### config.mk
export PLATFORM = sky130hd
export DESIGN_NAME = meter_config
export DESIGN_NICKNAME = d
export VERILOG_FILES = /design/src/cfg_pkg.sv /design/src/addr_if.sv /design/src/addr_decode.sv /design/src/meter_config.sv
export SDC_FILE = /design/constraint.sdc
export NUM_CORES = 1
export LEC_CHECK = 0
export BUFFER_PORTS_ARGS = -buffer_cell sky130_fd_sc_hd__buf_4
export CORE_ASPECT_RATIO = 1.2
export CORE_MARGIN = 5
export CORE_UTILIZATION = 59
export DETAILED_ROUTE_END_ITERATION = 12
export PLACE_DENSITY_LB_ADDON = 0.15
export SETUP_SLACK_MARGIN = 0.3
export SLEW_MARGIN = 20
export SYNTH_ARGS = -nofsm -noshare
export SYNTH_HDL_FRONTEND = slang
export SYNTH_SLANG_ARGS = --single-unit
### constraint.sdc
create_clock -name clk -period 4.1 [get_ports clk]
set_input_delay 0.615 -clock clk [delete_from_list [all_inputs] [get_ports clk]]
set_output_delay 0.615 -clock clk [all_outputs]
set_load 0.01 [all_outputs]
### src/cfg_pkg.sv
// Constants for the bus address and power-up configuration block.
// Assumes a single 125 MHz clock and a plain strobe register port.
package cfg_pkg;

  // ****************************************************************
  // Timing
  // ****************************************************************
  localparam int CLK_PERIOD_NS   = 8;
  localparam int TICK_PERIOD_US  = 1000;
  localparam int TICK_CYCLES     = TICK_PERIOD_US * 1000 / CLK_PERIOD_NS;
  localparam int CAL_TIME_MS     = 10000;
  localparam int CAL_TICKS       = CAL_TIME_MS * 1000 / TICK_PERIOD_US;
  localparam int REPEAT_TIME_MS  = 60000;
  localparam int REPEAT_TICKS    = REPEAT_TIME_MS * 1000 / TICK_PERIOD_US;

  // ****************************************************************
  // Register map
  // ****************************************************************
  localparam logic [7:0] CTRL_OFS        = 8'h00;
  localparam logic [7:0] STATUS_OFS      = 8'h04;
  localparam logic [7:0] HEAD_FRONT_OFS  = 8'h08;
  localparam logic [7:0] HEAD_REAR_OFS   = 8'h0C;
  localparam logic [7:0] HEAD_ACTIVE_OFS = 8'h10;

  localparam int CTRL_INHIBIT_BIT = 0;
  localparam int CTRL_REAR_BIT    = 1;
  localparam int CTRL_MANUAL_BIT  = 2;
  localparam int CTRL_WATTS_BIT   = 3;
  localparam logic [3:0] CTRL_RESET = 4'h0;

  localparam int ST_ADDR_LSB      = 0;
  localparam int ST_TALKONLY_BIT  = 5;
  localparam int ST_INVALID_BIT   = 6;
  localparam int ST_CAL_BIT       = 7;
  localparam int ST_SHOW_BIT      = 8;

  localparam logic [15:0] HEAD_RESET = 16'h4000;

  // ****************************************************************
  // Bus address coding
  // ****************************************************************
  localparam logic [7:0] LISTEN_BASE   = 8'h20;
  localparam logic [7:0] TALK_BASE     = 8'h40;
  localparam logic [4:0] ADDR_RESERVED = 5'h1F;
  localparam logic [4:0] FACTORY_ADDR  = 5'h0C;

endpackage

### src/addr_if.sv
// Carrier between the configuration top and its switch decoder.
// Assumes both ends sit in the same clock domain.
interface addr_if;
  logic [4:0] sw;
  logic       talk_only_sw;
  logic [7:0] listen_code;
  logic [7:0] talk_code;
  logic [7:0] dec_bcd;
  logic       valid;

  modport src (
    input  sw,
    input  talk_only_sw,
    output listen_code,
    output talk_code,
    output dec_bcd,
    output valid
  );

  modport user (
    output sw,
    output talk_only_sw,
    input  listen_code,
    input  talk_code,
    input  dec_bcd,
    input  valid
  );
endinterface

### src/addr_decode.sv
// Combinational decode of the rear address switches.
// Assumes the switch levels are already synchronous to the clock.
module addr_decode (
  addr_if.src port
);

  logic [3:0] tens;
  logic [3:0] units;

  // Switch value maps straight to the address, bit 0 is the right switch
  always_comb begin
    port.listen_code = cfg_pkg::LISTEN_BASE + {3'h0, port.sw}; // see RL1
    port.talk_code   = cfg_pkg::TALK_BASE + {3'h0, port.sw};   // see RL2
    tens             = 4'(port.sw / 5'h0A);
    units            = 4'(port.sw % 5'h0A);
    port.dec_bcd     = {tens, units};
    // All ones would collide with unlisten and untalk
    port.valid       = !port.talk_only_sw &&
                       (port.sw != cfg_pkg::ADDR_RESERVED); // see RL10
  end

endmodule

### src/meter_config.sv
// Bus address and power-up configuration logic of the level meter.
// Assumes synchronous switch and key inputs and one-cycle key pulses.
//
// Contract
// RL1: Address comes from five switches, right switch is bit 0, up is one.
// RL2: Listen code is space plus N, talk code is at-sign plus N.
// RL3: Factory setting twelve gives listen comma and talk L.
// RL4: Recall, shift, local key sequence shows the bus address in decimal.
// RL5: Sixth switch at one selects talk-only and ignores address switches.
// RL6: Power-up selects auto range, volts and front input, lit indicators.
// RL7: Power-up runs internal calibration, indication clears after ten seconds.
// RL8: Internal calibration repeats with indication unless inhibited.
// RL9: One stored head factor per input; the selected input's factor applies.
// RL10: All-ones switch value is invalid, reserved for unlisten and untalk.
//
// Our own choices: the address-and-strobe port and the register offsets.
module meter_config #(
  parameter int TICK_CYCLES  = cfg_pkg::TICK_CYCLES,
  parameter int CAL_TICKS    = cfg_pkg::CAL_TICKS,
  parameter int REPEAT_TICKS = cfg_pkg::REPEAT_TICKS
) (
  input  wire logic        clk,
  input  wire logic        rstn,
  input  wire logic [7:0]  addr,
  input  wire logic [31:0] wdata,
  input  wire logic        wr,
  input  wire logic        rd,
  output logic      [31:0] rdata,
  input  wire logic [4:0]  sw_addr,
  input  wire logic        sw_talk_only,
  input  wire logic        key_recall,
  input  wire logic        key_shift,
  input  wire logic        key_local,
  output logic      [7:0]  listen_addr,
  output logic      [7:0]  talk_addr,
  output logic             talk_only,
  output logic             addr_valid,
  output logic             show_addr,
  output logic      [7:0]  show_bcd,
  output logic             ind_auto,
  output logic             ind_volts,
  output logic             ind_front,
  output logic             auto_internal_calibration,
  output logic      [15:0] head_calibration_factor
);

  // ****************************************************************
  // Switch decode
  // ****************************************************************
  addr_if aif ();

  assign aif.sw           = sw_addr;
  assign aif.talk_only_sw = sw_talk_only;

  addr_decode u_dec (
    .port (aif.src)
  );

  logic [7:0] listen_reg, listen_next;
  logic [7:0] talk_reg,   talk_next;
  logic       tonly_reg,  tonly_next;
  logic       valid_reg,  valid_next;
  logic [7:0] bcd_reg,    bcd_next;

  // Register decoded addresses so outputs come from flops
  always_comb begin
    listen_next = aif.listen_code;           // see RL1
    talk_next   = aif.talk_code;             // see RL2
    tonly_next  = sw_talk_only;              // see RL5
    valid_next  = aif.valid;                 // see RL10
    bcd_next    = aif.dec_bcd;
  end

  always_ff @(posedge clk or negedge rstn) begin
    if (!rstn) begin
      listen_reg <= cfg_pkg::LISTEN_BASE;
      talk_reg   <= cfg_pkg::TALK_BASE;
      tonly_reg  <= 1'b0;
      valid_reg  <= 1'b0;
      bcd_reg    <= 8'h00;
    end else begin
      listen_reg <= listen_next;
      talk_reg   <= talk_next;
      tonly_reg  <= tonly_next;
      valid_reg  <= valid_next;
      bcd_reg    <= bcd_next;
    end
  end

  // ****************************************************************
  // Key sequence for address display
  // ****************************************************************
  typedef enum logic [3:0] {
    K_IDLE   = 4'h1,
    K_RECALL = 4'h2,
    K_SHIFT  = 4'h4,
    K_SHOW   = 4'h8
  } key_state_t;

  key_state_t key_reg, key_next;
  logic       any_key;

  assign any_key = key_recall || key_shift || key_local;

  // Any key out of order restarts the sequence; a recall restarts it at once
  always_comb begin
    key_next = key_reg;
    case (key_reg)
      K_IDLE: begin
        if (key_recall) key_next = K_RECALL;
      end
      K_RECALL: begin
        if (key_shift) key_next = K_SHIFT;
        else if (any_key) key_next = key_recall ? K_RECALL : K_IDLE;
      end
      K_SHIFT: begin
        if (key_local) key_next = K_SHOW;    // see RL4
        else if (any_key) key_next = key_recall ? K_RECALL : K_IDLE;
      end
      K_SHOW: begin
        if (any_key) key_next = key_recall ? K_RECALL : K_IDLE;
      end
      default: key_next = K_IDLE;
    endcase
  end

  always_ff @(posedge clk or negedge rstn) begin
    if (!rstn) key_reg <= K_IDLE;
    else       key_reg <= key_next;
  end

  // ****************************************************************
  // Register file
  // ****************************************************************
  logic [3:0]  ctrl_reg,  ctrl_next;
  logic [2:0]  panel_reg, panel_next;
  logic [15:0] head_reg [2];
  logic [15:0] head_next [2];
  logic [31:0] rdata_reg, rdata_next;
  logic [15:0] fact_reg,  fact_next;
  logic        sel_rear;

  assign sel_rear = ctrl_reg[cfg_pkg::CTRL_REAR_BIT];

  // Control write; reset gives auto range, volts and the front input
  always_comb begin
    ctrl_next = ctrl_reg;
    if (wr && addr == cfg_pkg::CTRL_OFS) ctrl_next = wdata[3:0];
    // Lamps are the inverted mode bits: volts, auto, front
    panel_next = ~ctrl_next[3:1];                      // see RL6
  end

  // One stored factor per input socket; reset stands in for the
  // non-volatile backing store, which lives outside this block
  genvar gi;
  generate
    for (gi = 0; gi < 2; gi++) begin : g_head
      localparam logic [7:0] OFS = (gi == 0) ? cfg_pkg::HEAD_FRONT_OFS
                                             : cfg_pkg::HEAD_REAR_OFS;
      always_comb begin
        head_next[gi] = head_reg[gi];
        if (wr && addr == OFS) head_next[gi] = wdata[15:0];  // see RL9
      end
      always_ff @(posedge clk or negedge rstn) begin
        if (!rstn) head_reg[gi] <= cfg_pkg::HEAD_RESET;
        else       head_reg[gi] <= head_next[gi];
      end
    end
  endgenerate

  // Applied factor always follows the selected socket
  always_comb begin
    fact_next = head_reg[sel_rear];                    // see RL9
  end

  // Read data for the cycle after the strobe; unmapped reads are zero
  always_comb begin
    rdata_next = 32'h0000_0000;
    if (rd) begin
      case (addr)
        cfg_pkg::CTRL_OFS:        rdata_next = {28'h0, ctrl_reg};
        cfg_pkg::STATUS_OFS: begin
          rdata_next[cfg_pkg::ST_ADDR_LSB +: 5]  = listen_reg[4:0];
          rdata_next[cfg_pkg::ST_TALKONLY_BIT]   = tonly_reg;
          rdata_next[cfg_pkg::ST_INVALID_BIT]    = !tonly_reg && !valid_reg;
          rdata_next[cfg_pkg::ST_CAL_BIT]        = auto_internal_calibration;
          rdata_next[cfg_pkg::ST_SHOW_BIT]       = key_reg == K_SHOW;
        end
        cfg_pkg::HEAD_FRONT_OFS:  rdata_next = {16'h0, head_reg[0]};
        cfg_pkg::HEAD_REAR_OFS:   rdata_next = {16'h0, head_reg[1]};
        cfg_pkg::HEAD_ACTIVE_OFS: rdata_next = {16'h0, fact_reg};
        default:                  rdata_next = 32'h0000_0000;
      endcase
    end
  end

  always_ff @(posedge clk or negedge rstn) begin
    if (!rstn) begin
      ctrl_reg  <= cfg_pkg::CTRL_RESET;                // see RL6
      panel_reg <= ~cfg_pkg::CTRL_RESET[3:1];          // see RL6
      rdata_reg <= 32'h0000_0000;
      fact_reg  <= cfg_pkg::HEAD_RESET;
    end else begin
      ctrl_reg  <= ctrl_next;
      panel_reg <= panel_next;
      rdata_reg <= rdata_next;
      fact_reg  <= fact_next;
    end
  end

  // ****************************************************************
  // Automatic internal calibration timing
  // ****************************************************************
  typedef enum logic [1:0] {
    A_CAL  = 2'h1,
    A_WAIT = 2'h2
  } cal_state_t;

  cal_state_t  cal_reg,  cal_next;
  logic [16:0] div_reg,  div_next;
  logic [23:0] tcnt_reg, tcnt_next;
  logic        tick;

  // Millisecond enable keeps the long counters narrow
  assign tick = div_reg == 17'(TICK_CYCLES - 1);

  always_comb begin
    div_next = tick ? 17'h0_0000 : div_reg + 17'h0_0001;
  end

  // Calibrate on power-up, then idle and repeat unless inhibited
  always_comb begin
    cal_next  = cal_reg;
    tcnt_next = tcnt_reg;
    case (cal_reg)
      A_CAL: begin
        if (tick) tcnt_next = tcnt_reg + 24'h00_0001;
        if (tick && tcnt_reg == 24'(CAL_TICKS - 1)) begin    // see RL7
          cal_next  = A_WAIT;
          tcnt_next = 24'h00_0000;
        end
      end
      A_WAIT: begin
        // Inhibit clears the wait count so the repeat never fires
        if (ctrl_reg[cfg_pkg::CTRL_INHIBIT_BIT]) begin       // see RL8
          tcnt_next = 24'h00_0000;
        end else if (tick) begin
          tcnt_next = tcnt_reg + 24'h00_0001;
          if (tcnt_reg == 24'(REPEAT_TICKS - 1)) begin       // see RL8
            cal_next  = A_CAL;
            tcnt_next = 24'h00_0000;
          end
        end
      end
      default: begin
        cal_next  = A_CAL;
        tcnt_next = 24'h00_0000;
      end
    endcase
  end

  always_ff @(posedge clk or negedge rstn) begin
    if (!rstn) begin
      cal_reg  <= A_CAL;                                     // see RL7
      div_reg  <= 17'h0_0000;
      tcnt_reg <= 24'h00_0000;
    end else begin
      cal_reg  <= cal_next;
      div_reg  <= div_next;
      tcnt_reg <= tcnt_next;
    end
  end

  // ****************************************************************
  // Outputs
  // ****************************************************************
  assign listen_addr             = listen_reg;
  assign talk_addr               = talk_reg;
  assign talk_only               = tonly_reg;
  assign addr_valid              = valid_reg;
  assign show_addr               = key_reg[3];  // One-hot K_SHOW bit
  assign show_bcd                = bcd_reg;
  assign ind_auto                = panel_reg[1];
  assign ind_volts               = panel_reg[2];
  assign ind_front               = panel_reg[0];
  assign auto_internal_calibration = cal_reg[0];  // One-hot A_CAL bit
  assign head_calibration_factor = fact_reg;
  assign rdata                   = rdata_reg;

  // ****************************************************************
  // Checks
  // ****************************************************************
  a_listen_map: assert property (@(posedge clk) disable iff (!rstn) // see RL1
    $past(rstn) |-> listen_addr[4:0] == $past(sw_addr))
    else $error("listen address does not follow switches");

  a_talk_map: assert property (@(posedge clk) disable iff (!rstn) // see RL2
    $past(rstn) |-> talk_addr == 8'h40 + {3'h0, $past(sw_addr)})
    else $error("talk address offset wrong");

  a_factory_pair: assert property (@(posedge clk) disable iff (!rstn) // see RL3
    ($past(rstn) && $past(sw_addr) == cfg_pkg::FACTORY_ADDR) |->
      (listen_addr == 8'h2C && talk_addr == 8'h4C))
    else $error("factory address not comma and L");

  a_key_show: assert property (@(posedge clk) disable iff (!rstn) // see RL4
    (key_recall ##1 key_shift ##1 key_local) |=>
      (show_addr && show_bcd == bcd_reg))
    else $error("address display not shown after key sequence");

  a_talk_only: assert property (@(posedge clk) disable iff (!rstn) // see RL5
    sw_talk_only |=> (talk_only && !addr_valid))
    else $error("talk-only switch not honoured");

  a_power_state: assert property (@(posedge clk) disable iff (!rstn) // see RL6
    !$past(rstn) |-> (ind_auto && ind_volts && ind_front &&
                      auto_internal_calibration))
    else $error("power-up state wrong");

  a_cal_hold: assert property (@(posedge clk) disable iff (!rstn) // see RL7
    (auto_internal_calibration && !tick) |=> auto_internal_calibration)
    else $error("calibration indication ended between ticks");

  a_inhibit: assert property (@(posedge clk) disable iff (!rstn) // see RL8
    (!auto_internal_calibration && ctrl_reg[cfg_pkg::CTRL_INHIBIT_BIT]) |=>
      !auto_internal_calibration)
    else $error("calibration repeated while inhibited");

  a_factor_sel: assert property (@(posedge clk) disable iff (!rstn) // see RL9
    $past(rstn) |-> head_calibration_factor == $past(head_reg[sel_rear]))
    else $error("applied factor not from selected socket");

  a_reserved: assert property (@(posedge clk) disable iff (!rstn) // see RL10
    (sw_addr == 5'h1F) |=> !addr_valid)
    else $error("reserved address accepted");

endmodule

==> results.md <==
Floorplanning:
- Once the floorplan was initialized, standard cells occupied 59.65% of the core.
- The die footprint is 12630 um^2.
- From left edge to right edge, the die measures 103.4 um.
- In this run the vertical extent of the chip is 122.1 um.
- The I/O pin total is 132.
- The placeable core region is 10360 um^2.
- The number of placement rows is 41.

Synth:
- After technology mapping, the gate count stands at 541.
- The top cell type's share of synthesized area is 49.39%.
- The count of synthesis-stage warnings from yosys is 0.
- After synthesis, flip-flops and latches occupy 52.79% of the total area.
- In this run, synthesis inferred 0 flip-flops with an integrated enable.
- In this run, synthesis produced a sequential element count of 130.
- The biggest area consumer among synthesized cells is dfrtp_1.
- In the synthesized netlist the async set-or-reset flop fraction comes to 100.0%.
- For this run, the leading register cell type out of synthesis is dfrtp_1.
- The number of distinct library cell variants in the gate-level netlist after synthesis is 56.
- Sorting the synthesized cells by area gives the leading types as dfrtp_1, mux2_2, xor2_1, buf_4, mux2_1.
- The mean instance size in the synthesized netlist is 11.43 um^2.
- The mapped cell area is 6181 um^2.

Clock network:
- The root cell of the clock tree is clkbuf_16.
- At the later pin of the worst-skew pair, clock insertion delay measures 0.41 ns.
- The H-tree was split into 4 levels.
- The clock tree buffer depth is 2.
- Hold repair after CTS inserted 0 buffers.
- The number of buffers inserted to repair setup after CTS is 0.
- In this run, post-CTS repair resized a total of 0 instances.
- TritonCTS built the clock tree.
- The clock transition at the registers of the reported paths is 0.06 ns.
- The CTS buffer count is 17.
- The number of sinks handled by clock tree synthesis is 130.

Timing:
- Setup repair after global routing left no endpoint under its margin.
- The maximum frequency from static timing analysis is about 0.37 GHz.
- The number of pins with negative max-slew slack in the final report is 0.
- Setup violations remaining at the end of the flow were counted as 0.
- The summed negative setup slack over all endpoints is 0 ns.
- The ratio of final minimum period to clock period is 66.00%.
- Headroom to the max-slew limit came out at 27.96%.
- The transition time of the tightest slew-check pin is 1.073 ns.
- The clock period minus final worst setup slack is between 2 and 3 ns.
- The final-report hold violation count is 0.
- For the final database, setup skew stands at roughly 0.012 ns.
- The final critical-path setup slack is 1.394 ns.

Setup path:
- The largest single stage delay on the critical path is around 0.58 ns.
- The worst register-to-register path begins at cal_reg[0].
- The capturing element type of the critical path is a flop.
- The number of buffers and inverters on the critical path is 2.
- The cell family contributing the most delay on the critical path is simple AND/OR/NAND/NOR gates.
- The critical path data required time is roughly 4.4 ns.
- The cell that appears most often on the critical path is nor2_1.
- The internal reg-to-reg setup slack is 1.39 ns.
- Of all nets on the critical path, the largest fanout is 16.
- Walking the worst path, the cells encountered are inv_1 -> ha_1 -> nor2b_1 -> nor2_1 -> nor2_1 -> a211oi_2 -> buf_4 -> nor2_1.
- The startpoint type of the worst setup path is a flop.
- For the worst flop-to-flop path, the logic depth is 8.
- The end of the worst register-to-register path is tcnt_reg[17].
- The category of the critical setup timing path is flop to flop.
- The signal arrival time at the worst endpoint is around 3.0 ns.
- The cell at the slowest stage of the critical path is dfstp_2.

Power:
- The portion of total power attributed to sequential cells is 43.9%.
- The clock network accounts for 49.2% of the total power.
- The leakage power figure is between 3 and 4 nW.
- The internal power contribution is between 0.002 and 0.0025 W.
- Net switching is 23.22% of the power.
- Power spread over the standard cell area amounts to 419.7 nW/um^2.
- For this design the total switching power over the nets is 0.0007275 W.
- The maximum resistive drop on vdd is 0.3136 mV.
- Combinational logic burns 6.8% of the power.

Finish:
- For this run, the number of standard cells in the final layout without fillers is 771.
- Registers take 3263 um^2.
- The register with the most flip-flops in the layout has 32 of them.
- The area growth from synthesis to layout is 20.77%.
- The layout cell share with drive strength beyond 1 is 30.06%.
- The number of fill cells is 724.
- Summing all multi-input logic gate instances after layout gives 2644 um^2.
- The number of antenna diodes in the final layout is 0.
- The final layout contains 686 nets.

Place:
- Routability-driven placement finished with a final weighted congestion of 0.8051.
- The placed wire-length estimate is 8.926 mm.
- The instance count after placement with tap cells included is 739.
- The worst slack after detailed placement is 1.188 ns.
- The total of buffers placed on input and output ports is 91.

Routing:
- The post-detailed-route via-to-cell ratio is 5.734.
- The detail route stage leaves a number of antenna-violating nets equal to 0.
- The overall routed net length is 13.32 mm.
- The first routing iteration left 183 violations.
- For this block, the via count after detailed routing is 4421.
- Dividing the detail-routed wire length by the instance count gives 17.27 um.
- The first detailed-routing pass took 5 iterations.
- For this run, design rule violations remaining after detail routing come to 0.

Flow run:
- The max capacitance violation total is 0.

Global route:
- The initial antenna violation count is 0.
- The number of global-route vias before repair is about 4600.
- The overall overflow remaining after global route is 0.
- The largest net degree at the start of global routing is 75.
- Global routing used 22.30% of the available tracks.
- The first global-routing pass estimated 21.81 mm of wire.

Hold path:
- The path class of the tightest hold or removal check is input pin to asynchronous set/reset pin.

Run status:
- The run finished with clean final reports.
[cells by family after synthesis]
group                    synth area share [%]
adder cells (fa/ha/maj)                0.8097
other                                  0.1215
multiplexers                            13.38
XOR/XNOR                                4.818
AND/OR/NAND/NOR                         13.42
AO/OA/AOI/OAI                           8.664
flip-flops                              52.79
buffers and inverters                   5.992
[cells in the mapped netlist, drive strengths merged (7+ instances only)]
master	number
a21oi	17
a22oi	15
and3	10
buf	42
clkbuf	9
dfrtp	122
dfstp	8
inv	10
mux2	69
nand2	26
nand3	15
nand4	8
nor2	56
nor4	10
o2111ai	7
o211ai	7
o21ai	12
xor2	29
[through the flow]
stage	hold WS, ns	total power, W	util (%)	area, um^2
6_report	0.2551	0.003133	72.04	7465
5_1_grt	0.3065	0.003246	72.04	7465
3_3_place_gp	0.4273	0.001605	66.14	6854
2_1_floorplan	0.3194	0.001515	-	6264
4_1_cts	0.2685	0.003159	72.04	7465
3_5_place_dp	0.4417	0.001613	66.14	6854
[cells in the final DEF, fill, tap and decap left out, drive strengths merged, types with 12 or more instances in the layout]
master	count
nor2	56
a22oi	15
xor2	29
conb	24
a21oi	17
clkbuf	18
inv	13
nand3	15
nand2	26
dfrtp	122
mux2	69
o21ai	12
buf	98
[worst max path at each step]
stage | from | endpoint | cells past startpoint
2_1_floorplan | addr[0] | head_reg[22] | 6
3_3_place_gp | addr[0] | head_reg[21] | 6
3_5_place_dp | addr[0] | head_reg[26] | 6
4_1_cts | cal_reg[0] | tcnt_reg[17] | 8
5_1_grt | cal_reg[0] | tcnt_reg[17] | 8
6_report | cal_reg[0] | tcnt_reg[17] | 8
[layer usage]
layer	track usage (%)	routed length, um	up-vias
met5	0	0	-
met1	27.53	5457	2244
met2	37.08	7105	107
met4	7.611	106	0
met3	6.586	646	10
li1	-	-	2060
[final cells by class]
cell class | instances | share of cell area, %
Inverter | 10 | 0.5028
Sequential cell | 130 | 43.71
Clock buffer | 18 | 5.749
Clock inverter | 14 | 2.430
Timing Repair Buffer | 98 | 10.02
Multi-Input combinational cell | 372 | 35.42
Tap cell | 129 | 2.162
[power groups by stage]
stage	logic (W)	clock network (W)	registers, W
2_1_floorplan	0.000127	0	0.00139
3_3_place_gp	0.000211	0	0.00139
3_5_place_dp	0.000215	0	0.00140
4_1_cts	0.000216	0.00157	0.00138
5_1_grt	0.000238	0.00162	0.00138
6_report	0.000214	0.00154	0.00138
Power figures use the tool's default switching activity.
